## src/core/asq_pkg.sv

```systemverilog
// Shared constants, types and the result formatting function of the converter sequencer.
package asq_pkg;

    // System clock and converter clock rates; the converter clock is an enable pulse from a divider.
    localparam int CLK_HZ = 50_000_000;
    localparam int ADC_CLK_HZ = 2_000_000;
    localparam int ADC_DIV = CLK_HZ / ADC_CLK_HZ;
    localparam int DIV_W = 5;
    localparam logic [DIV_W-1:0] ADC_DIV_LAST = DIV_W'(ADC_DIV - 1);
    // Divider value loaded by a start strobe, so that the first phase lasts whole converter cycles.
    localparam logic [DIV_W-1:0] DIV_RESTART = 5'h01;

    // Phase lengths in converter clock cycles.
    localparam int CNT_W = 5;
    localparam logic [CNT_W-1:0] CNT_ONE = 5'h01;
    localparam logic [CNT_W-1:0] INIT_TICKS = 5'h02;
    localparam logic [CNT_W-1:0] XFER_TICKS = 5'h02;
    localparam logic [CNT_W-1:0] FINAL_BASE_TICKS = 5'h02;
    localparam logic [CNT_W-1:0] RES8_TICKS = 5'h0A;
    localparam logic [CNT_W-1:0] RES10_TICKS = 5'h0C;

    // Approximation register layout.
    localparam int RES_W = 10;
    localparam int POS_W = 4;
    localparam logic [POS_W-1:0] MSB8_POS = 4'h7;
    localparam logic [POS_W-1:0] MSB10_POS = 4'h9;
    localparam logic [POS_W-1:0] LSB_POS = 4'h0;

    // Sequence layout: eight result slots, sequences of four or eight conversions.
    localparam int SLOTS = 8;
    localparam int IDX_W = 3;
    localparam logic [IDX_W-1:0] SEQ_LAST_SHORT = 3'h3;
    localparam logic [IDX_W-1:0] SEQ_LAST_LONG = 3'h7;

    // Mode number bit positions: scan, multi-channel, eight-conversion.
    localparam int MODE_EIGHT_BIT = 0;
    localparam int MODE_MULTI_BIT = 1;
    localparam int MODE_SCAN_BIT = 2;

    // Result read port: address is {format, slot}.
    localparam int ADDR_W = 5;
    localparam int DATA_W = 16;
    localparam logic [1:0] FMT_SIGNED_LEFT = 2'h0;
    localparam logic [1:0] FMT_UNSIGNED_RIGHT = 2'h1;
    localparam logic [1:0] FMT_UNSIGNED_LEFT = 2'h2;

    // Conversion phases, Gray coded from idle through resolution; the step from resolution back to initial sample changes all three bits.
    typedef enum logic [2:0]
    {
        PH_IDLE = 3'b000,
        PH_INIT = 3'b001,
        PH_XFER = 3'b011,
        PH_FINAL = 3'b010,
        PH_RESOLVE = 3'b110
    } asq_phase_type;

    // Fields of converter_control_zero and converter_control_one.
    typedef struct packed {
        logic scan;
        logic multiChannelSelect;
        logic eightConversionSelect;
        logic bits10;
        logic [1:0] finalSampleTimeField;
        logic [3:0] channelSelectBits;
    } asq_config_type;

    // Analog switch controls.
    typedef struct packed {
        logic sampleToAmp;
        logic ampToDac;
        logic muxToDac;
    } asq_switch_type;

    // Returns a stored result in one of the three read formats.
    function automatic logic [DATA_W-1:0] asq_format(input logic [1:0] fmt, input logic [RES_W-1:0] val,
                                                    input logic bits10);
        logic [DATA_W-1:0] left;
        logic [DATA_W-1:0] right;
        left = bits10 ? {val, 6'h00} : {val[7:0], 8'h00};
        right = bits10 ? {6'h00, val} : {8'h00, val[7:0]};
        case (fmt)
            FMT_SIGNED_LEFT: asq_format = {~left[DATA_W-1], left[DATA_W-2:0]};
            FMT_UNSIGNED_RIGHT: asq_format = right;
            FMT_UNSIGNED_LEFT: asq_format = left;
            default: asq_format = 16'h0000;
        endcase
    endfunction : asq_format

endpackage : asq_pkg

```

## src/core/asq_approx.sv

```systemverilog
// Successive approximation register with comparator synchroniser.
`timescale 1ns/1ps
module asq_approx
(
    // Clock and reset.
    input wire logic clk,
    input wire logic rst,
    // Converter clock enable and resolution control.
    input wire logic tick,
    input wire logic start,
    input wire logic bits10,
    // Comparator from the analog array, high when the input is at or above the trial level.
    input wire logic compareIn,
    // Trial code driving the capacitor-resistor array, and the resolved value.
    output logic [asq_pkg::RES_W-1:0] code
);
    import asq_pkg::*;

    typedef struct packed {
        logic sync1;
        logic sync2;
        logic active;
        logic [POS_W-1:0] pos;
        logic [RES_W-1:0] code;
    } asq_approx_state_type;

    asq_approx_state_type s_r;
    asq_approx_state_type s_nxt;

    // Next state: synchronise the comparator, then resolve one bit per converter cycle.
    always_comb
    begin
        s_nxt = s_r;
        s_nxt.sync1 = compareIn;
        s_nxt.sync2 = s_r.sync1;
        if (tick)
        begin
            if (start)
            begin
                s_nxt.code = '0;
                s_nxt.pos = bits10 ? MSB10_POS : MSB8_POS;
                s_nxt.code[s_nxt.pos] = 1'b1;
                s_nxt.active = 1'b1;
            end
            else if (s_r.active)
            begin
                if (!s_r.sync2)
                begin
                    s_nxt.code[s_r.pos] = 1'b0;
                end
                if (s_r.pos == LSB_POS)
                begin
                    s_nxt.active = 1'b0;
                end
                else
                begin
                    s_nxt.pos = s_r.pos - 1'b1;
                    s_nxt.code[s_nxt.pos] = 1'b1;
                end
            end
        end
    end

    // State register.
    always_ff @(posedge clk)
    begin
        if (rst)
        begin
            s_r <= '0;
        end
        else
        begin
            s_r <= s_nxt;
        end
    end

    assign code = s_r.code;

endmodule : asq_approx

```

## src/core/asq_sequencer.sv

```systemverilog
// Conversion sequencer, phase timing and result registers of the converter.
//
// Behaviour
// - With multi-channel set, four-conversion groups ignore the low two select bits and use the top two bits to pick inputs 0-3, 4-7, reserved or the reference set, while eight-conversion groups use the top bit to pick inputs 0-7 or reserved plus references.
// - Every conversion runs initial sample, transfer, final sample and resolution in that order.
// - The switch controls follow the phase: sample capacitor to amplifier, amplifier to array, then multiplexer straight to array.
// - Initial sample and transfer each last exactly two converter cycles.
// - Final sample lasts 2, 4, 8 or 16 converter cycles as set by the final sample time field.
// - Resolution lasts ten converter cycles for 8-bit and twelve for 10-bit conversions.
// - Resolution starts with only the top bit set, then each comparison keeps or clears the trial bit and tries the next lower one.
// - A finished conversion copies the approximation value into the result slot of that conversion.
// - Each result reads at three addresses whose format differs, and reading never changes it.
// - Results are read over the bus interface unit read port.
// - Unsigned right-justified reads give bits 9-0 or 7-0 with all upper bits zero.
// - Signed left-justified reads give offset two's complement in bits 15-6 or 15-8 with low bits zero.
// - Unsigned left-justified reads give bits 15-6 or 15-8 with low bits zero.
// - The mode number is scan, multi-channel and eight-conversion read as a three-bit value.
// - Each result write sets its conversion complete flag, and the end of the first sequence sets the sequence complete flag.
// - Continuous-scan modes restart the sequence and overwrite the same result slots.
`timescale 1ns/1ps
module asq_sequencer
(
    // Clock and reset.
    input wire logic clk,
    input wire logic rst,
    // Control register fields and the start strobe issued on a control register one write.
    input wire asq_pkg::asq_config_type cfg,
    input wire logic startConv,
    // Converter status.
    output logic [asq_pkg::SLOTS-1:0] conversionCompleteFlag,
    output logic sequenceCompleteFlag,
    output logic busy,
    // Analog front end controls.
    output logic [3:0] muxChannel,
    output asq_pkg::asq_switch_type switches,
    output logic [asq_pkg::RES_W-1:0] dacCode,
    input wire logic compareIn,
    // Result read port of the bus interface unit.
    input wire logic rdEn,
    input wire logic [asq_pkg::ADDR_W-1:0] rdAddr,
    output logic [asq_pkg::DATA_W-1:0] rdData,
    output logic rdValid
);
    import asq_pkg::*;

    typedef struct packed {
        logic [DIV_W-1:0] div;
        logic tick;
        asq_phase_type phase;
        logic [CNT_W-1:0] cnt;
        asq_config_type cfg;
        logic [IDX_W-1:0] idx;
        logic firstSeq;
        logic [3:0] chan;
        asq_switch_type sw;
        logic [SLOTS-1:0] ccf;
        logic sequence_complete_flag;
        logic [SLOTS-1:0][RES_W-1:0] result;
        logic [SLOTS-1:0] resBits10;
        logic [DATA_W-1:0] rdData;
        logic rdValid;
    } asq_seq_state_type;

    asq_seq_state_type s_r;
    asq_seq_state_type s_nxt;
    logic [RES_W-1:0] sarCode;
    logic sarStart;
    logic [SLOTS-1:0] ccfSet;
    logic scfSet;
    logic [IDX_W-1:0] rdSlot;
    logic [1:0] rdFmt;

    // Mode number from the configuration bits.
    function automatic logic [2:0] mode_of(input asq_config_type c);
        mode_of = {c.scan, c.multiChannelSelect, c.eightConversionSelect};
    endfunction : mode_of

    // Index of the last conversion of a sequence.
    function automatic logic [IDX_W-1:0] seq_last(input asq_config_type c);
        logic [2:0] m;
        m = mode_of(c);
        seq_last = m[MODE_EIGHT_BIT] ? SEQ_LAST_LONG : SEQ_LAST_SHORT;
    endfunction : seq_last

    // Multiplexer channel for a given conversion of the sequence.
    function automatic logic [3:0] chan_for(input asq_config_type c, input logic [IDX_W-1:0] i);
        logic [2:0] m;
        m = mode_of(c);
        if (!m[MODE_MULTI_BIT])
        begin
            chan_for = c.channelSelectBits;
        end
        else if (m[MODE_EIGHT_BIT])
        begin
            chan_for = {c.channelSelectBits[3], i};
        end
        else
        begin
            chan_for = {c.channelSelectBits[3:2], i[1:0]};
        end
    endfunction : chan_for

    // Length of the final sample phase.
    function automatic logic [CNT_W-1:0] final_len(input logic [1:0] sts);
        final_len = CNT_W'(FINAL_BASE_TICKS << sts);
    endfunction : final_len

    // Length of the resolution phase.
    function automatic logic [CNT_W-1:0] res_len(input logic bits10);
        res_len = bits10 ? RES10_TICKS : RES8_TICKS;
    endfunction : res_len

    // Switch settings held during each phase.
    function automatic asq_switch_type switch_for(input asq_phase_type p);
        switch_for = '0;
        case (p)
            PH_INIT: switch_for.sampleToAmp = 1'b1;
            PH_XFER: switch_for.ampToDac = 1'b1;
            PH_FINAL: switch_for.muxToDac = 1'b1;
            default: switch_for = '0;
        endcase
    endfunction : switch_for

    // The approximation register resolves one bit per converter cycle.
    asq_approx u_approx
    (
        .clk(clk),
        .rst(rst),
        .tick(s_r.tick),
        .start(sarStart),
        .bits10(s_r.cfg.bits10),
        .compareIn(compareIn),
        .code(sarCode)
    );

    // First converter cycle of resolution starts the search.
    assign sarStart = s_r.tick && (s_r.phase == PH_RESOLVE) && (s_r.cnt == res_len(s_r.cfg.bits10));
    assign rdSlot = rdAddr[IDX_W-1:0];
    assign rdFmt = rdAddr[ADDR_W-1:IDX_W];

    // Next state: divider, phase sequencing, result storage, flags and read port.
    always_comb
    begin
        s_nxt = s_r;
        ccfSet = '0;
        scfSet = 1'b0;
        s_nxt.tick = 1'b0;
        if (s_r.div == ADC_DIV_LAST)
        begin
            s_nxt.div = '0;
            s_nxt.tick = 1'b1;
        end
        else
        begin
            s_nxt.div = s_r.div + 1'b1;
        end
        if (s_r.tick && (s_r.phase != PH_IDLE))
        begin
            if (s_r.cnt != CNT_ONE)
            begin
                s_nxt.cnt = s_r.cnt - CNT_ONE;
            end
            else
            begin
                case (s_r.phase)
                    PH_INIT:
                    begin
                        s_nxt.phase = PH_XFER;
                        s_nxt.cnt = XFER_TICKS;
                    end
                    PH_XFER:
                    begin
                        s_nxt.phase = PH_FINAL;
                        s_nxt.cnt = final_len(s_r.cfg.finalSampleTimeField);
                    end
                    PH_FINAL:
                    begin
                        s_nxt.phase = PH_RESOLVE;
                        s_nxt.cnt = res_len(s_r.cfg.bits10);
                    end
                    PH_RESOLVE:
                    begin
                        s_nxt.result[s_r.idx] = sarCode;
                        s_nxt.resBits10[s_r.idx] = s_r.cfg.bits10;
                        ccfSet[s_r.idx] = 1'b1;
                        s_nxt.phase = PH_INIT;
                        s_nxt.cnt = INIT_TICKS;
                        if (s_r.idx == seq_last(s_r.cfg))
                        begin
                            scfSet = s_r.firstSeq;
                            s_nxt.firstSeq = 1'b0;
                            s_nxt.idx = '0;
                            if (!s_r.cfg.scan)
                            begin
                                s_nxt.phase = PH_IDLE;
                            end
                        end
                        else
                        begin
                            s_nxt.idx = s_r.idx + 1'b1;
                        end
                        s_nxt.chan = chan_for(s_r.cfg, s_nxt.idx);
                    end
                    default:
                    begin
                        s_nxt.phase = PH_IDLE;
                    end
                endcase
            end
        end
        // A start strobe aborts any sequence, realigns the converter clock and begins a new one with fresh flags.
        // Without the realignment the first initial sample phase would be cut short by a partial converter cycle.
        if (startConv)
        begin
            s_nxt.div = DIV_RESTART;
            s_nxt.tick = 1'b0;
            s_nxt.cfg = cfg;
            s_nxt.idx = '0;
            s_nxt.firstSeq = 1'b1;
            s_nxt.phase = PH_INIT;
            s_nxt.cnt = INIT_TICKS;
            s_nxt.chan = chan_for(cfg, '0);
        end
        // Set wins over the clear made by a start strobe.
        s_nxt.ccf = (startConv ? '0 : s_r.ccf) | ccfSet;
        s_nxt.sequence_complete_flag = (startConv ? 1'b0 : s_r.sequence_complete_flag) | scfSet;
        s_nxt.sw = switch_for(s_nxt.phase);
        // Reads leave the stored value untouched and answer one cycle later.
        s_nxt.rdValid = rdEn;
        if (rdEn)
        begin
            s_nxt.rdData = asq_format(rdFmt, s_r.result[rdSlot], s_r.resBits10[rdSlot]);
        end
    end

    // State register.
    always_ff @(posedge clk)
    begin
        if (rst)
        begin
            s_r <= '0;
        end
        else
        begin
            s_r <= s_nxt;
        end
    end

    // Outputs come from the state register, except dacCode from the approximation register and busy decoded from the phase.
    assign conversionCompleteFlag = s_r.ccf;
    assign sequenceCompleteFlag = s_r.sequence_complete_flag;
    assign busy = (s_r.phase != PH_IDLE);
    assign muxChannel = s_r.chan;
    assign switches = s_r.sw;
    assign dacCode = sarCode;
    assign rdData = s_r.rdData;
    assign rdValid = s_r.rdValid;

endmodule : asq_sequencer

```

## config.mk

```make
export PLATFORM = sky130hd
export DESIGN_NAME = asq_sequencer
export DESIGN_NICKNAME = d
export VERILOG_FILES = /design/src/core/asq_pkg.sv /design/src/core/asq_approx.sv /design/src/core/asq_sequencer.sv
export SDC_FILE = /design/constraint.sdc
export NUM_CORES = 1
export LEC_CHECK = 0
export BUFFER_PORTS_ARGS = -buffer_cell sky130_fd_sc_hd__buf_2
export CORE_ASPECT_RATIO = 1.75
export CORE_MARGIN = 8
export CORE_UTILIZATION = 35
export CTS_CLUSTER_DIAMETER = 30
export DETAILED_ROUTE_END_ITERATION = 12
export GPL_TIMING_DRIVEN = 0
export PLACE_DENSITY = 0.48
export SLEW_MARGIN = 30
export SYNTH_ARGS = -nofsm -noshare
export SYNTH_HDL_FRONTEND = slang
export SYNTH_SLANG_ARGS = --single-unit
```

## constraint.sdc

```tcl
create_clock -name clk -period 5.65 [get_ports clk]
set_clock_uncertainty 0.15 [all_clocks]
set_input_delay 1.13 -clock clk [delete_from_list [all_inputs] [get_ports clk]]
set_output_delay 1.13 -clock clk [all_outputs]
set_load 0.02 [all_outputs]
```

Yosys cells after proc, flatten, opt, wreduce, memory -nomap -nowiden
Index checks and enable logic that the tools add are counted.
Widths: inputs -> output; s select.
{"block": "totals", "inputBits": 20, "output_inout_bits": 44, "register_bits": 166}
{"block": "op_classes", "reduce_logical": 26, "magnitude_cmp": 9, "muxes": 61, "bitwise_logic": 7, "shifts": 1, "n_eq_ne": 15, "n_addsub": 4}
{"op": "$bwmux 80", "count": 1}
{"op": "$mux 10", "count": 7}
{"op": "$mux 8", "count": 8}
{"op": "$pmux 16 s3", "count": 1}
{"op": "$bmux 10 s3", "count": 1}
{"op": "$demux 10 s3", "count": 1}
{"op": "$mux 15", "count": 2}
{"op": "$mux 28", "count": 1}
{"op": "$mux 3", "count": 9}
{"op": "$mux 1", "count": 18}
{"op": "$mux 16", "count": 1}
{"op": "$lt 4x5->1 const B", "count": 3}
{"op": "$pmux 5 s3", "count": 1}
{"op": "$mux 14", "count": 1}
{"op": "$demux 1 s4", "count": 3}
{"op": "$eq 3x2->1 const B", "count": 4}
{"op": "$ge 4x1->1 const B", "count": 3}
{"op": "$pmux 3 s4", "count": 1}
{"op": "$and 10x10->10", "count": 1}
{"op": "$not 10->10", "count": 1}
{"op": "$or 10x10->10", "count": 1}
{"op": "$reduce_and 3->1", "count": 3}
{"op": "$bwmux 8", "count": 1}
{"op": "$lt 3x4->1 const B", "count": 2}
{"op": "other kinds (33)", "count": 48}

Depth between registers and ports, before layout
Gate-level depths: netlist (run 1).
{"block": "logic_depth", "word_depth": 14, "ltp_mapped": 10}

Modules after synthesis
A second synthesis (run 1) with hierarchy kept.
{"block": "unflattened", "cells_unflattened": 801, "hier_area_um2": 7729.9}
{"mod": "asq_sequencer", "seq_area_each_um2": 2982.9, "cells_each": 682, "area_each_um2": 6732.7, "instances": 1}
{"mod": "asq_approx", "seq_area_each_um2": 340.3, "cells_each": 119, "area_each_um2": 997.2, "instances": 1}

Least setup slack after synthesis (run 1)
OpenSTA, ideal clock, no wires.
{"block": "synth_path", "path_kind": "input to register", "start": "in rdAddr[0] (netlist name)", "end": "reg s_r (netlist bit rdData[10])", "slack_ns": 2.888, "cell_stages": 6, "arrival_time_ns": 2.495, "setup_time_ns": 0.117, "path_cell_list": "buf_2 mux4_2 mux2_2 nand2_1 o21ai_0 a22o_1"}
{"block": "synth_via", "elab_chain_cells": 4, "elab_cells_between_ends": 6, "cone_classes": "mux: 6"}
{"element": "start, declared", "line_no": "asq_sequencer.sv:40", "text": "input wire logic [asq_pkg::ADDR_W-1:0] rdAddr,"}
{"element": "$bmux 10 s3 / $bmux 1 s3 (equally long branches)", "line_no": "asq_sequencer.sv:232", "text": "s_nxt.rdData = asq_format(rdFmt, s_r.result[rdSlot], s_r.resBits10[rdSlot]);"}
{"element": "$mux 10 (not written as such) / $mux 1 (equally long branches)", "line_no": "asq_sequencer.sv:232"}
{"element": "$mux 16 *", "line_no": "asq_pkg.sv:79", "text": "left = bits10 ? {val, 6'h00} : {val[7:0], 8'h00};"}
{"element": "$pmux 16 s3 *", "line_no": "asq_pkg.sv:81", "text": "case (fmt)"}
{"element": "end signal, assigned", "line_no": "asq_sequencer.sv:245", "text": "s_r <= s_nxt;"}
{"element": "end, declared", "line_no": "asq_sequencer.sv:64", "text": "asq_seq_state_type s_r;"}
Mark *: on every way between the ends. The rest lies on a longest branch, timed or not. The select of a mux whose other input is x is not followed.
A chain may end at the register's enable or synchronous reset.

Worst setup path in the final report (run 1)
{"block": "layout_path", "start": "in rst", "end": "reg s_r[32] (netlist name)"}
{"element": "start, declared", "line_no": "asq_sequencer.sv:25", "text": "input wire logic rst,"}
No word-level cell between the ends.

==> parameters.txt, run 1 <==
Parameter                              Value

Outcome
  Status    finished, final reports clean

Synth
  Post-Synthesis Net Count    815
  Number of warning messages in the yosys log    0
  Dominant combinational cell family by area after synthesis    multiplexers
  EDFF count, synth    0
  Area share of the largest cell type after synthesis    0.4382
  Post-synthesis cell type count    62
  Syn avg cell area    9.599 um^2
  Post-synth ARST share    0
  Adder-cell share of the synthesized area    0.009569
  Post-synthesis share of cell area spent on and, or, nand and nor gates    0.1510
  Part of the Yosys area used for sequential elements    0.4382
  Commonest register cell after synthesis    dfxtp_1
  Post-synthesis compound-gate area fraction    0.08563
  Flip-flop and latch count after synthesis    166
  Multiplexer share of the synthesized area    0.2231
  Main area contributors after synthesis    dfxtp_1 44%, mux2i_1 15%, nor2_1 7.4%
  Post-Synthesis Cell Area    0.007584 mm^2
  Synth area leader    dfxtp_1
  Post-Synth XOR/XNOR Area    0.006930
  Instance count of the mapped netlist    790

Critical path
  Largest stage delay, worst path    0.63 ns
  Worst Path Required    5.79 ns
  Endpoint kind of the worst setup timing path    register
  Terminus of the critical flop-to-flop path    s_r[56]
  Cells traversed along the worst timing path    buf_2 -> clkbuf_1 -> clkbuf_1 -> clkbuf_1 -> nor2_1
  Reg-to-Reg Start    s_r[136]
  Element type at the critical path start    input pin
  Depth of the worst register-to-register path    8
  Worst-path fanout max    10
  Cell repeated most along the worst path    clkbuf_1
  Flop-to-flop setup slack    2.83 ns
  Stages on worst setup path    5
  Gate family responsible for the most delay along the worst path    buffers and inverters
  Worst setup path endpoint    s_r[32]
  Master of the slowest instance on the critical path    clkbuf_1
  WP data arrival    3.25 ns
  Category of the most critical setup path    in -> reg
  CP Buf/Inv Count    4
  Startpoint of the most critical setup path    rst

Final layout
  Most common library cell in the layout ignoring fill and taps    dfxtp_1
  Final std cells w/o fill    1177
  Core occupancy in the finished layout    0.4167
  Final net count    897
  Post-synthesis to final-layout area growth    17.64%
  Footprint of the multi-input gates    0.003611 mm^2
  Final antenna diode count    0
  Layout cell share with drive strength beyond 1    0.2124
  Post-route cell area    0.008921 mm^2
  Number of fill cells    2177
  Storage element area    0.003323 mm^2
  Highest-count cells in the layout ignoring fill and taps    166 x dfxtp_1, 149 x nor2_1, 115 x mux2i_1, 71 x buf_2, 47 x buf_4

Floorplanning
  Die width    127.3 um
  I/O Pins    64
  DIE HEIGHT    210.7 um
  Floorplan core area    0.02141 mm^2
  Core Rows    71
  Floorplan die area    0.02682 mm^2
  Initial cell density of the core    0.3542

Global routing
  Vias in the first global route    5753
  Pin count of the biggest net entering global routing    17
  Wire length of the first global-routing pass    33.31 mm
  Total global routing overflow    0
  Initial antenna violation count    0
  Global-route total usage across every layer    0.1626

Timing
  Slew at the pin with the worst max-slew slack    0.8331 ns
  Tcrit/Tclk final    0.5507
  Shortest period the worst path allows    3.112 ns
  Final Hold Vio Count    0
  Unrepaired setup endpoints after global routing    false
  Timing-limited maximum frequency    321.4 MHz
  Total Neg Setup Slack    0 ns
  Total count of max-transition violations in the final report    0
  Final count of negative-setup-slack endpoints    0
  Final worst-path setup slack    2.538 ns
  Headroom to the max-slew limit    0.4446

Placed design
  Number of I/O port buffers    63
  Final HPWL DP    15.47 mm
  Placed Area    0.008264 mm^2
  Number of placed instances, taps included    1145
  Worst slack, placed    2.011 ns
  RePlAce Congestion    0.7675

Clock tree
  Count of buffers added by post-CTS timing repair for setup    0
  Cts repair resizes    0
  Number of hold buffers added after CTS    0
  Count of H-tree levels built during CTS    4
  TritonCTS clock tree    done
  TritonCTS sink count    166
  Number of buffers created by CTS    17
  Clock-pin slew on the worst setup and hold paths    0.06 ns
  CTS root buffer    clkbuf_16
  Maximum clock insertion buffer count    2
  Clock latency on the worst-skew pair    0.43 ns

Run
  Number of max-cap violations    0

Detailed routing
  Vias per Instance    4.899
  Number of iterations in the first detailed-routing pass    4
  Final routed DRC violation total    0
  Via Count    5766
  Final wirelength    21.12 mm
  Wire length per cell after detailed routing    17.95 um
  Number of antenna-violating nets in the routed design    0
  DR iter-0 viols    336

Worst hold path
  Path class of the lowest-slack min-delay path    reg -> reg

Power
  Worst supply voltage drop on vdd    201.5 uV
  Cell area power density    291.7 mW/mm^2
  Leakage power    3.682 nW
## power breakdown
part           internal (mW)  switching, mW  total, mW
clock                  0.808          0.495       1.30
sequential              1.18        0.00690       1.19
combinational         0.0384         0.0740      0.112
total                   2.03          0.575       2.60
## worst reg2reg max path, cell delays in order, from the launching register on
cell and delay (ns):
dfxtp_1 0.32, inv_1 0.11, ha_1 0.25, nor3b_4 0.42, nand3_4 0.21, nor3_1 0.59
buf_4 0.37, mux2i_1 0.21, nor2_1 0.06
## cells in the mapped netlist (all sizes together) (7+ instances only)
| library cell | number |
|---|---|
| dfxtp | 166 |
| nor2 | 149 |
| mux2i | 115 |
| buf | 60 |
| clkbuf | 43 |
| a21oi | 40 |
| nand2 | 38 |
| mux4 | 22 |
| inv | 14 |
| o21ai | 14 |
| nor3 | 12 |
| a22oi | 7 |
| nand2b | 7 |
## kinds of logic after synthesis
family	Yosys count
muxes	141
DFF	166
AOI/OAI and AO/OA	102
and+or+nand+nor	252
buffers and inverters	117
xor gates and xnor gates	6
adders and majority gates	6
## stage by stage
stage / total power, mW / hold WS, ns
2_1_floorplan: 1.283 / 0.2638
3_3_place_gp: 1.329 / 0.2956
3_5_place_dp: 1.329 / 0.2803
4_1_cts: 2.630 / 0.3077
5_1_grt: 2.688 / 0.3126
6_report: 2.602 / 0.3058
## routing by layer
layer | routed length (um) | global-route usage | up-vias
met5 | 0 | 0 | -
met4 | 459 | 0.06392 | 0
met3 | 534 | 0.02806 | 27
met2 | 11830 | 0.3098 | 83
met1 | 8301 | 0.1714 | 2795
li1 | - | - | 2861
## how the worst min path moves through the flow
stage / slack (ns) / endpoint / startpoint / cells past startpoint
2_1_floorplan: 0.26 / u_approx.s_r[15] / u_approx.s_nxt[15] / 1
3_3_place_gp: 0.30 / u_approx.s_r[15] / u_approx.s_nxt[15] / 1
3_5_place_dp: 0.28 / u_approx.s_r[15] / u_approx.s_nxt[15] / 1
4_1_cts: 0.31 / u_approx.s_r[15] / u_approx.s_nxt[15] / 1
5_1_grt: 0.31 / u_approx.s_r[15] / u_approx.s_nxt[15] / 1
6_report: 0.31 / u_approx.s_r[15] / u_approx.s_nxt[15] / 1
## area by class of cell
type,count,share of cell area
Tap cell,292,0.04095
Multi-Input combinational cell,507,0.4048
Clock buffer,20,0.05119
Clock inverter,12,0.02244
Inverter,14,0.005891
Timing Repair Buffer,63,0.03534
Sequential cell,166,0.3725
Buffer,103,0.06690
## flip-flops by register name (all words and copies together), names as in the netlist
signal and cells:
conversionCompleteFlag 8, muxChannel 4, rdData 16, rdValid 1
s_r 116, sequenceCompleteFlag 1, switches 3, u_approx.code 10
u_approx.s_nxt 1, u_approx.s_r 6
(Power assumes the default switching activity.)
==> run 2, diff against run 1 <==
ABC_AREA = 1   (was not set)
clock period = 2.9 ns   (was 5.65 ns; I/O delays follow)
==> run 2 against run 1 <==
Power is 91% higher. Sequential power is 95% higher. Utilization is 0.66 points lower. Die area is 2.2% higher. Via count is 26% higher. Worst hold slack worse by 0.11 ns. Cell count is 26% higher. Clock power is 73% higher. Largest power group is now sequential cells.
==> parameters.txt, run 2 <==
Parameter                              Value

Timing
  Total Neg Setup Slack    0 ns (unchanged)
  Timing-limited maximum frequency    413.5 MHz
  Final worst-path setup slack    0.4817 ns (was 2.538 ns)
  Total count of max-transition violations in the final report    0 (unchanged)
  Final count of negative-setup-slack endpoints    0 (unchanged)
  Final Hold Vio Count    0 (unchanged)
  Tcrit/Tclk final    0.8339
  Slew at the pin with the worst max-slew slack    0.9019 ns (was 0.8331 ns)
  Unrepaired setup endpoints after global routing    false (unchanged)
  Shortest period the worst path allows    2.418 ns
  Headroom to the max-slew limit    0.3941 (was 0.4446)

Final layout
  Post-synthesis to final-layout area growth    16.06% (was 17.64%)
  Largest reg by FF count    s_r (unchanged)
  Number of fill cells    2487 (was 2177)
  Most common library cell in the layout ignoring fill and taps    nand2_1 (was dfxtp_1)
  Final net count    1195 (was 897)
  Layout cell share with drive strength beyond 1    0.1412 (was 0.2124)
  Flip-flop count of the largest register after layout    116 (unchanged)
  Final std cells w/o fill    1479 (was 1177)
  Highest-count cells in the layout ignoring fill and taps    187 x nand2_1, 168 x a21oi_1, 166 x dfxtp_1, 150 x o21ai_0, 133 x inv_1 (was 166 x dfxtp_1, 149 x nor2_1, 115 x mux2i_1, 71 x buf_2, 47 x buf_4)
  Core occupancy in the finished layout    0.4101 (was 0.4167)
  Final antenna diode count    0 (unchanged)

Synth
  Most repeated cell in the gate-level netlist after synthesis    nand2_1 (was dfxtp_1)
  Most used standard cells in the synthesized netlist    187 x nand2_1, 168 x a21oi_1, 166 x dfxtp_1 (was 166 x dfxtp_1, 149 x nor2_1, 115 x mux2i_1)
  Number of warning messages in the yosys log    0 (unchanged)
  EDFF count, synth    0 (unchanged)
  Post-synthesis cell type count    39 (was 62)
  Commonest register cell after synthesis    dfxtp_1 (unchanged)
  Flip-flop and latch count after synthesis    166 (unchanged)
  Syn avg cell area    7.118 um^2 (was 9.599 um^2)
  Multiplexer share of the synthesized area    0.001289 (was 0.2231)
  Instance count of the mapped netlist    1091 (was 790)
  Dominant combinational cell family by area after synthesis    compound AO/OA/AOI/OAI gates (was multiplexers)
  Area share of the largest cell type after synthesis    0.4279 (was 0.4382)
  Post-Synthesis Cell Area    0.007766 mm^2 (was 0.007584 mm^2)
  Synth area leader    dfxtp_1 (unchanged)
  Part of the Yosys area used for sequential elements    0.4279 (was 0.4382)
  Post-Synth XOR/XNOR Area    0.001128 (was 0.006930)
  Post-synth ARST share    0 (unchanged)
  Main area contributors after synthesis    dfxtp_1 43%, a21oi_1 11%, o21ai_0 9.7% (was dfxtp_1 44%, mux2i_1 15%, nor2_1 7.4%)
  Post-Synthesis Net Count    1116 (was 815)
  Adder-cell share of the synthesized area    0.008055 (was 0.009569)
  Post-synthesis compound-gate area fraction    0.2399 (was 0.08563)
  Post-synthesis share of cell area spent on and, or, nand and nor gates    0.1771 (was 0.1510)

Placed design
  RePlAce Congestion    0.9010 (was 0.7675)
  Worst slack, placed    0.1089 ns (was 2.011 ns)
  Final HPWL DP    20.25 mm (was 15.47 mm)
  Number of placed instances, taps included    1447 (was 1145)
  Number of I/O port buffers    60 (was 63)

Floorplanning
  Floorplan core area    0.02198 mm^2 (was 0.02141 mm^2)
  Floorplan die area    0.02740 mm^2 (was 0.02682 mm^2)
  I/O Pins    64 (unchanged)
  Initial cell density of the core    0.3533 (was 0.3542)
  Die width    128.6 um (was 127.3 um)
  Core Rows    72 (was 71)
  DIE HEIGHT    213.1 um (was 210.7 um)

Clock tree
  Cts repair resizes    0 (unchanged)
  Number of buffers created by CTS    17 (unchanged)
  Count of H-tree levels built during CTS    4 (unchanged)
  TritonCTS clock tree    done (unchanged)
  Number of hold buffers added after CTS    0 (unchanged)
  Clock latency on the worst-skew pair    0.44 ns (was 0.43 ns)
  CTS root buffer    clkbuf_16 (unchanged)
  TritonCTS sink count    166 (unchanged)
  Maximum clock insertion buffer count    2 (unchanged)
  Count of buffers added by post-CTS timing repair for setup    0 (unchanged)
  Clock-pin slew on the worst setup and hold paths    0.06 ns (about the same)

Worst hold path
  Launch instance of the worst min-delay path    compareIn (was u_approx.s_nxt[15])
  Path class of the lowest-slack min-delay path    in -> reg (was reg -> reg)
  Capture endpoint of the worst hold path    u_approx.s_nxt[15] (was u_approx.s_r[15])
  Number of cells traversed by the worst hold path    3 (was 1)

Detailed routing
  Via Count    7254 (was 5766)
  Final wirelength    26.63 mm (was 21.12 mm)
  Vias per Instance    4.905 (was 4.899)
  Final routed DRC violation total    0 (unchanged)
  Number of iterations in the first detailed-routing pass    5 (was 4)
  Number of antenna-violating nets in the routed design    0 (unchanged)
  DR iter-0 viols    381 (was 336)
  Wire length per cell after detailed routing    18.00 um (was 17.95 um)

Critical path
  Endpoint kind of the worst setup timing path    register (unchanged)
  Flop-to-flop setup slack    0.48 ns (was 2.83 ns)
  Gate family responsible for the most delay along the worst path    simple AND/OR/NAND/NOR gates (was buffers and inverters)
  CP Buf/Inv Count    2 (was 4)
  Master of the slowest instance on the critical path    dfxtp_1 (was clkbuf_1)
  Element type at the critical path start    register (was input pin)
  Reg-to-Reg Start    s_r[136] (unchanged)
  Startpoint of the most critical setup path    s_r[136] (was rst)
  Terminus of the critical flop-to-flop path    s_r[102] (was s_r[56])
  Largest stage delay, worst path    0.34 ns (was 0.63 ns)
  WP data arrival    2.59 ns (was 3.25 ns)
  Stages on worst setup path    10 (was 5)
  Cells traversed along the worst timing path    inv_1 -> ha_1 -> nand3b_4 -> nor2_4 -> nand2_4 -> nor2_4 -> nand2_1 -> clkbuf_2 -> o21ai_0 -> a21oi_1 (was buf_2 -> clkbuf_1 -> clkbuf_1 -> clkbuf_1 -> nor2_1)
  Category of the most critical setup path    reg -> reg (was in -> reg)
  Worst-path fanout max    10 (unchanged)
  Worst Path Required    3.08 ns (was 5.79 ns)
  Depth of the worst register-to-register path    10 (was 8)
  Cell repeated most along the worst path    nor2_4 (was clkbuf_1)

Global routing
  Vias in the first global route    7225 (was 5753)
  Initial antenna violation count    0 (unchanged)
  Global-route total usage across every layer    0.2025 (was 0.1626)
  Wire length of the first global-routing pass    41.17 mm (was 33.31 mm)
  Total global routing overflow    0 (unchanged)
  Pin count of the biggest net entering global routing    17 (unchanged)

Run
  Number of max-cap violations    0 (unchanged)

Power
  Worst supply voltage drop on vdd    352.3 uV (was 201.5 uV)
  Leakage power    3.677 nW (was 3.682 nW)
  Cell area power density    550.1 mW/mm^2 (was 291.7 mW/mm^2)

Outcome
  Status    finished, final reports clean (unchanged)
[run 2: how the worst max path moves through the flow]
stage                     to  slack (ns)
3_3_place_gp   muxChannel[1]        0.07
4_1_cts             s_r[102]        0.48
6_report            s_r[102]        0.48
2_1_floorplan      rdData[7]        0.93
3_5_place_dp   muxChannel[1]        0.11
5_1_grt             s_r[102]        0.24
[run 2: logic make-up (layout without fill, tap and decap cells)]
group,after synthesis,in the layout
and+or+nand+nor,316,316
xor gates and xnor gates,1,1
muxes,1,1
AOI/OAI and AO/OA,359,359
DFF,166,166
adders and majority gates,5,5
buffers and inverters,243,335
[run 2: worst min-delay path: cells and delay by family]
| family | cells | cell delay, ns |
|---|---|---|
| and+or+nand+nor | 1 | 0.06 |
| buffers and inverters | 2 | 0.11 |
[run 2: through the flow]
stage	total power [mW]	hold WS (ns)	instance area, um^2
finish	4.958	0.1993	9014
global route	5.151	0.2135	9014
CTS	5.020	0.1805	9014
detailed placement	2.758	0.2481	8437
global placement	2.757	0.2437	8437
floorplan	2.619	0.2383	7766
[run 2: routing by layer]
| metal | vias up | global-route usage | part of all wire |
|---|---|---|---|
| li1 | 3703 | - | - |
| met1 | 3332 | 0.1995 | 0.37 |
| met2 | 170 | 0.3882 | 0.54 |
| met3 | 49 | 0.03576 | 0.042 |
| met4 | 0 | 0.1108 | 0.043 |
| met5 | - | 0 | 0 |
[run 2: power breakdown]
group / total [mW] / leakage (nW) / internal, mW / switching [mW]
registers: 2.32 / 1.34 / 2.31 / 0.0158
clock network: 2.25 / 0.268 / 1.29 / 0.966
logic: 0.381 / 2.07 / 0.118 / 0.263
total: 4.96 / 3.68 / 3.71 / 1.25
[run 2: final cells by class]
class	count	area, um^2	area share
multi-input cells	682	3319	0.3683
clock buffers	20	446.7	0.04956
plain buffers	109	620.6	0.06885
clock inverters	12	130.1	0.01444
inverters	134	503.0	0.05580
flip-flops and latches	166	3323	0.3687
well taps	296	370.4	0.04109
repair buffers	60	300.3	0.03331
==> run 3, diff against run 2 <==
clock period = 2.55 ns   (was 2.9 ns; I/O delays follow)
==> run 3 against run 2 <==
Non-clock buffer count unchanged. Worst hold slack worse by 0.071 ns. Critical path type unchanged. Critical endpoint is now s_r[53]. Sequential cell count did not move. Cell area barely moved. Critical path depth stayed put. Via count fell by 0.51%. Setup slack lost 0.27 ns. Cell count did not move. Fmax grew 3.4%.
==> parameters.txt, run 3 (synthesized netlist as in run 2, its figures left out) <==
Parameter                              Value

Clock tree
  Maximum clock insertion buffer count    2 (unchanged)
  TritonCTS sink count    166 (unchanged)
  Clock latency on the worst-skew pair    0.44 ns (about the same)
  CTS root buffer    clkbuf_16 (unchanged)
  Number of buffers created by CTS    17 (unchanged)
  TritonCTS clock tree    done (unchanged)
  Count of H-tree levels built during CTS    4 (unchanged)
  Clock-pin slew on the worst setup and hold paths    0.06 ns (about the same)
  Count of buffers added by post-CTS timing repair for setup    0 (unchanged)

Detailed routing
  Vias per Instance    4.880 (was 4.905)
  Number of antenna-violating nets in the routed design    0 (unchanged)
  Final routed DRC violation total    0 (unchanged)
  Wire length per cell after detailed routing    18.02 um (was 18.00 um)
  Via Count    7217 (was 7254)
  Final wirelength    26.65 mm (was 26.63 mm)
  Number of iterations in the first detailed-routing pass    5 (unchanged)
  DR iter-0 viols    344 (was 381)

Final layout
  Largest reg by FF count    s_r (unchanged)
  Layout cell share with drive strength beyond 1    0.1437 (was 0.1412)
  Most common library cell in the layout ignoring fill and taps    nand2_1 (unchanged)
  Number of fill cells    2485 (was 2487)
  Final net count    1195 (unchanged)
  Post-synthesis to final-layout area growth    16.16% (was 16.06%)
  Final antenna diode count    0 (unchanged)
  Footprint of the multi-input gates    0.003322 mm^2 (was 0.003319 mm^2)
  Flip-flop count of the largest register after layout    116 (unchanged)
  Highest-count cells in the layout ignoring fill and taps    186 x nand2_1, 168 x a21oi_1, 166 x dfxtp_1, 150 x o21ai_0, 133 x inv_1 (was 187 x nand2_1, 168 x a21oi_1, 166 x dfxtp_1, 150 x o21ai_0, 133 x inv_1)
  Storage element area    0.003323 mm^2 (unchanged)

Timing
  Final hold slack    0.1283 ns (was 0.1993 ns)
  Tcrit/Tclk final    0.9171 (was 0.8339)
  Unrepaired setup endpoints after global routing    false (unchanged)
  Timing-limited maximum frequency    427.6 MHz (was 413.5 MHz)
  Total Neg Setup Slack    0 ns (unchanged)
  Headroom to the max-slew limit    0.4011 (was 0.3941)
  Final Hold Vio Count    0 (unchanged)
  Final count of negative-setup-slack endpoints    0 (unchanged)
  Total count of max-transition violations in the final report    0 (unchanged)
  Shortest period the worst path allows    2.339 ns (was 2.418 ns)
  Slew at the pin with the worst max-slew slack    0.8914 ns (was 0.9019 ns)

Floorplanning
  Floorplan die area    0.02740 mm^2 (unchanged)
  Die width    128.6 um (unchanged)
  Core Rows    72 (unchanged)
  Initial cell density of the core    0.3533 (unchanged)
  Floorplan core area    0.02198 mm^2 (unchanged)
  I/O Pins    64 (unchanged)
  DIE HEIGHT    213.1 um (unchanged)

Global routing
  Global-route total usage across every layer    0.2025 (unchanged)
  Pin count of the biggest net entering global routing    17 (unchanged)
  Initial antenna violation count    0 (unchanged)
  Wire length of the first global-routing pass    41.17 mm (unchanged)
  Total global routing overflow    0 (unchanged)
  Vias in the first global route    7225 (unchanged)

Worst hold path
  Path class of the lowest-slack min-delay path    in -> reg (unchanged)

Critical path
  Worst Path Required    2.72 ns (was 3.08 ns)
  Element type at the critical path start    register (unchanged)
  Largest stage delay, worst path    0.34 ns (about the same)
  Worst-path fanout max    10 (unchanged)
  Endpoint kind of the worst setup timing path    register (unchanged)
  Cells traversed along the worst timing path    inv_1 -> ha_1 -> nand3b_4 -> nor2_4 -> nand2_4 -> nor2_4 -> nand2_1 -> clkbuf_2 -> o21ai_0 -> a21oi_1 (unchanged)
  Cell repeated most along the worst path    nor2_4 (unchanged)
  Master of the slowest instance on the critical path    dfxtp_1 (unchanged)
  WP data arrival    2.51 ns (was 2.59 ns)
  Category of the most critical setup path    reg -> reg (unchanged)

Run
  Number of max-cap violations    0 (unchanged)

Placed design
  RePlAce Congestion    0.9010 (unchanged)
  Final HPWL DP    20.25 mm (unchanged)
  Number of I/O port buffers    60 (unchanged)

Power
  Cell area power density    624.5 mW/mm^2 (was 550.1 mW/mm^2)
  Leakage power    3.684 nW (was 3.677 nW)
  Worst supply voltage drop on vdd    400.6 uV (was 352.3 uV)

Outcome
  Status    finished, final reports clean (unchanged)
## run 3: worst paths after layout
path	startpoint	endpoint	slack [ns]	cells after the start
setup / recovery	s_r[136]	s_r[53]	0.21	10
hold / removal	compareIn	u_approx.s_nxt[15]	0.13	3
setup reg to reg	s_r[136]	s_r[53]	0.21	10
hold reg to reg	u_approx.s_nxt[15]	u_approx.s_r[15]	0.26	2
## run 3: cell type report
class / instances / area share
Buffer: 109 / 0.06935
Clock inverter: 12 / 0.01442
Timing Repair Buffer: 60 / 0.03329
Tap cell: 296 / 0.04105
Clock buffer: 20 / 0.04951
Multi-Input combinational cell: 682 / 0.3682
Sequential cell: 166 / 0.3684
Inverter: 134 / 0.05576
## run 3: worst max-delay path, delay by kind of cell (launching register included)
kind | cells | cell delay, ns
AOI/OAI and AO/OA | 2 | 0.24
buffers and inverters | 2 | 0.41
adders and majority gates | 1 | 0.24
DFF | 1 | 0.34
and+or+nand+nor | 5 | 0.83
## run 3: power by group
| group | leakage (nW) | switching, mW | total, mW | internal [mW] |
|---|---|---|---|---|
| Sequential | 1.34 | 0.0179 | 2.64 | 2.63 |
| Combinational | 2.07 | 0.299 | 0.432 | 0.134 |
| Clock | 0.268 | 1.09 | 2.56 | 1.46 |
## run 3: through the flow
| stage | cell area, um^2 | std cells | utilization | total power, mW | setup WS [ns] |
|---|---|---|---|---|---|
| after floorplan | 7766 | 1091 | - | 2.979 | 0.6466 |
| after global placement | 8437 | 1447 | 0.3838 | 3.136 | -0.2057 |
| after detailed placement | 8437 | 1447 | 0.3838 | 3.136 | -0.1711 |
| after CTS | 9014 | 1479 | 0.4101 | 5.709 | 0.1257 |
| after global routing | 9021 | 1479 | 0.4104 | 5.858 | 0.02375 |
| final | 9021 | 1479 | 0.4104 | 5.634 | 0.2114 |
## run 3: metal layers
metal	vias up	share of wire	track usage
met1	3316	0.38	0.1995
met2	151	0.54	0.3882
met4	0	0.044	0.1108
met3	49	0.040	0.03576
li1	3701	-	-
met5	-	0	0
## run 3: timing repair
action / in CTS / in global routing
gates resized for setup: 0 / 7
hold buffers: 0 / 0
endpoints found under the setup margin: 0 / 16
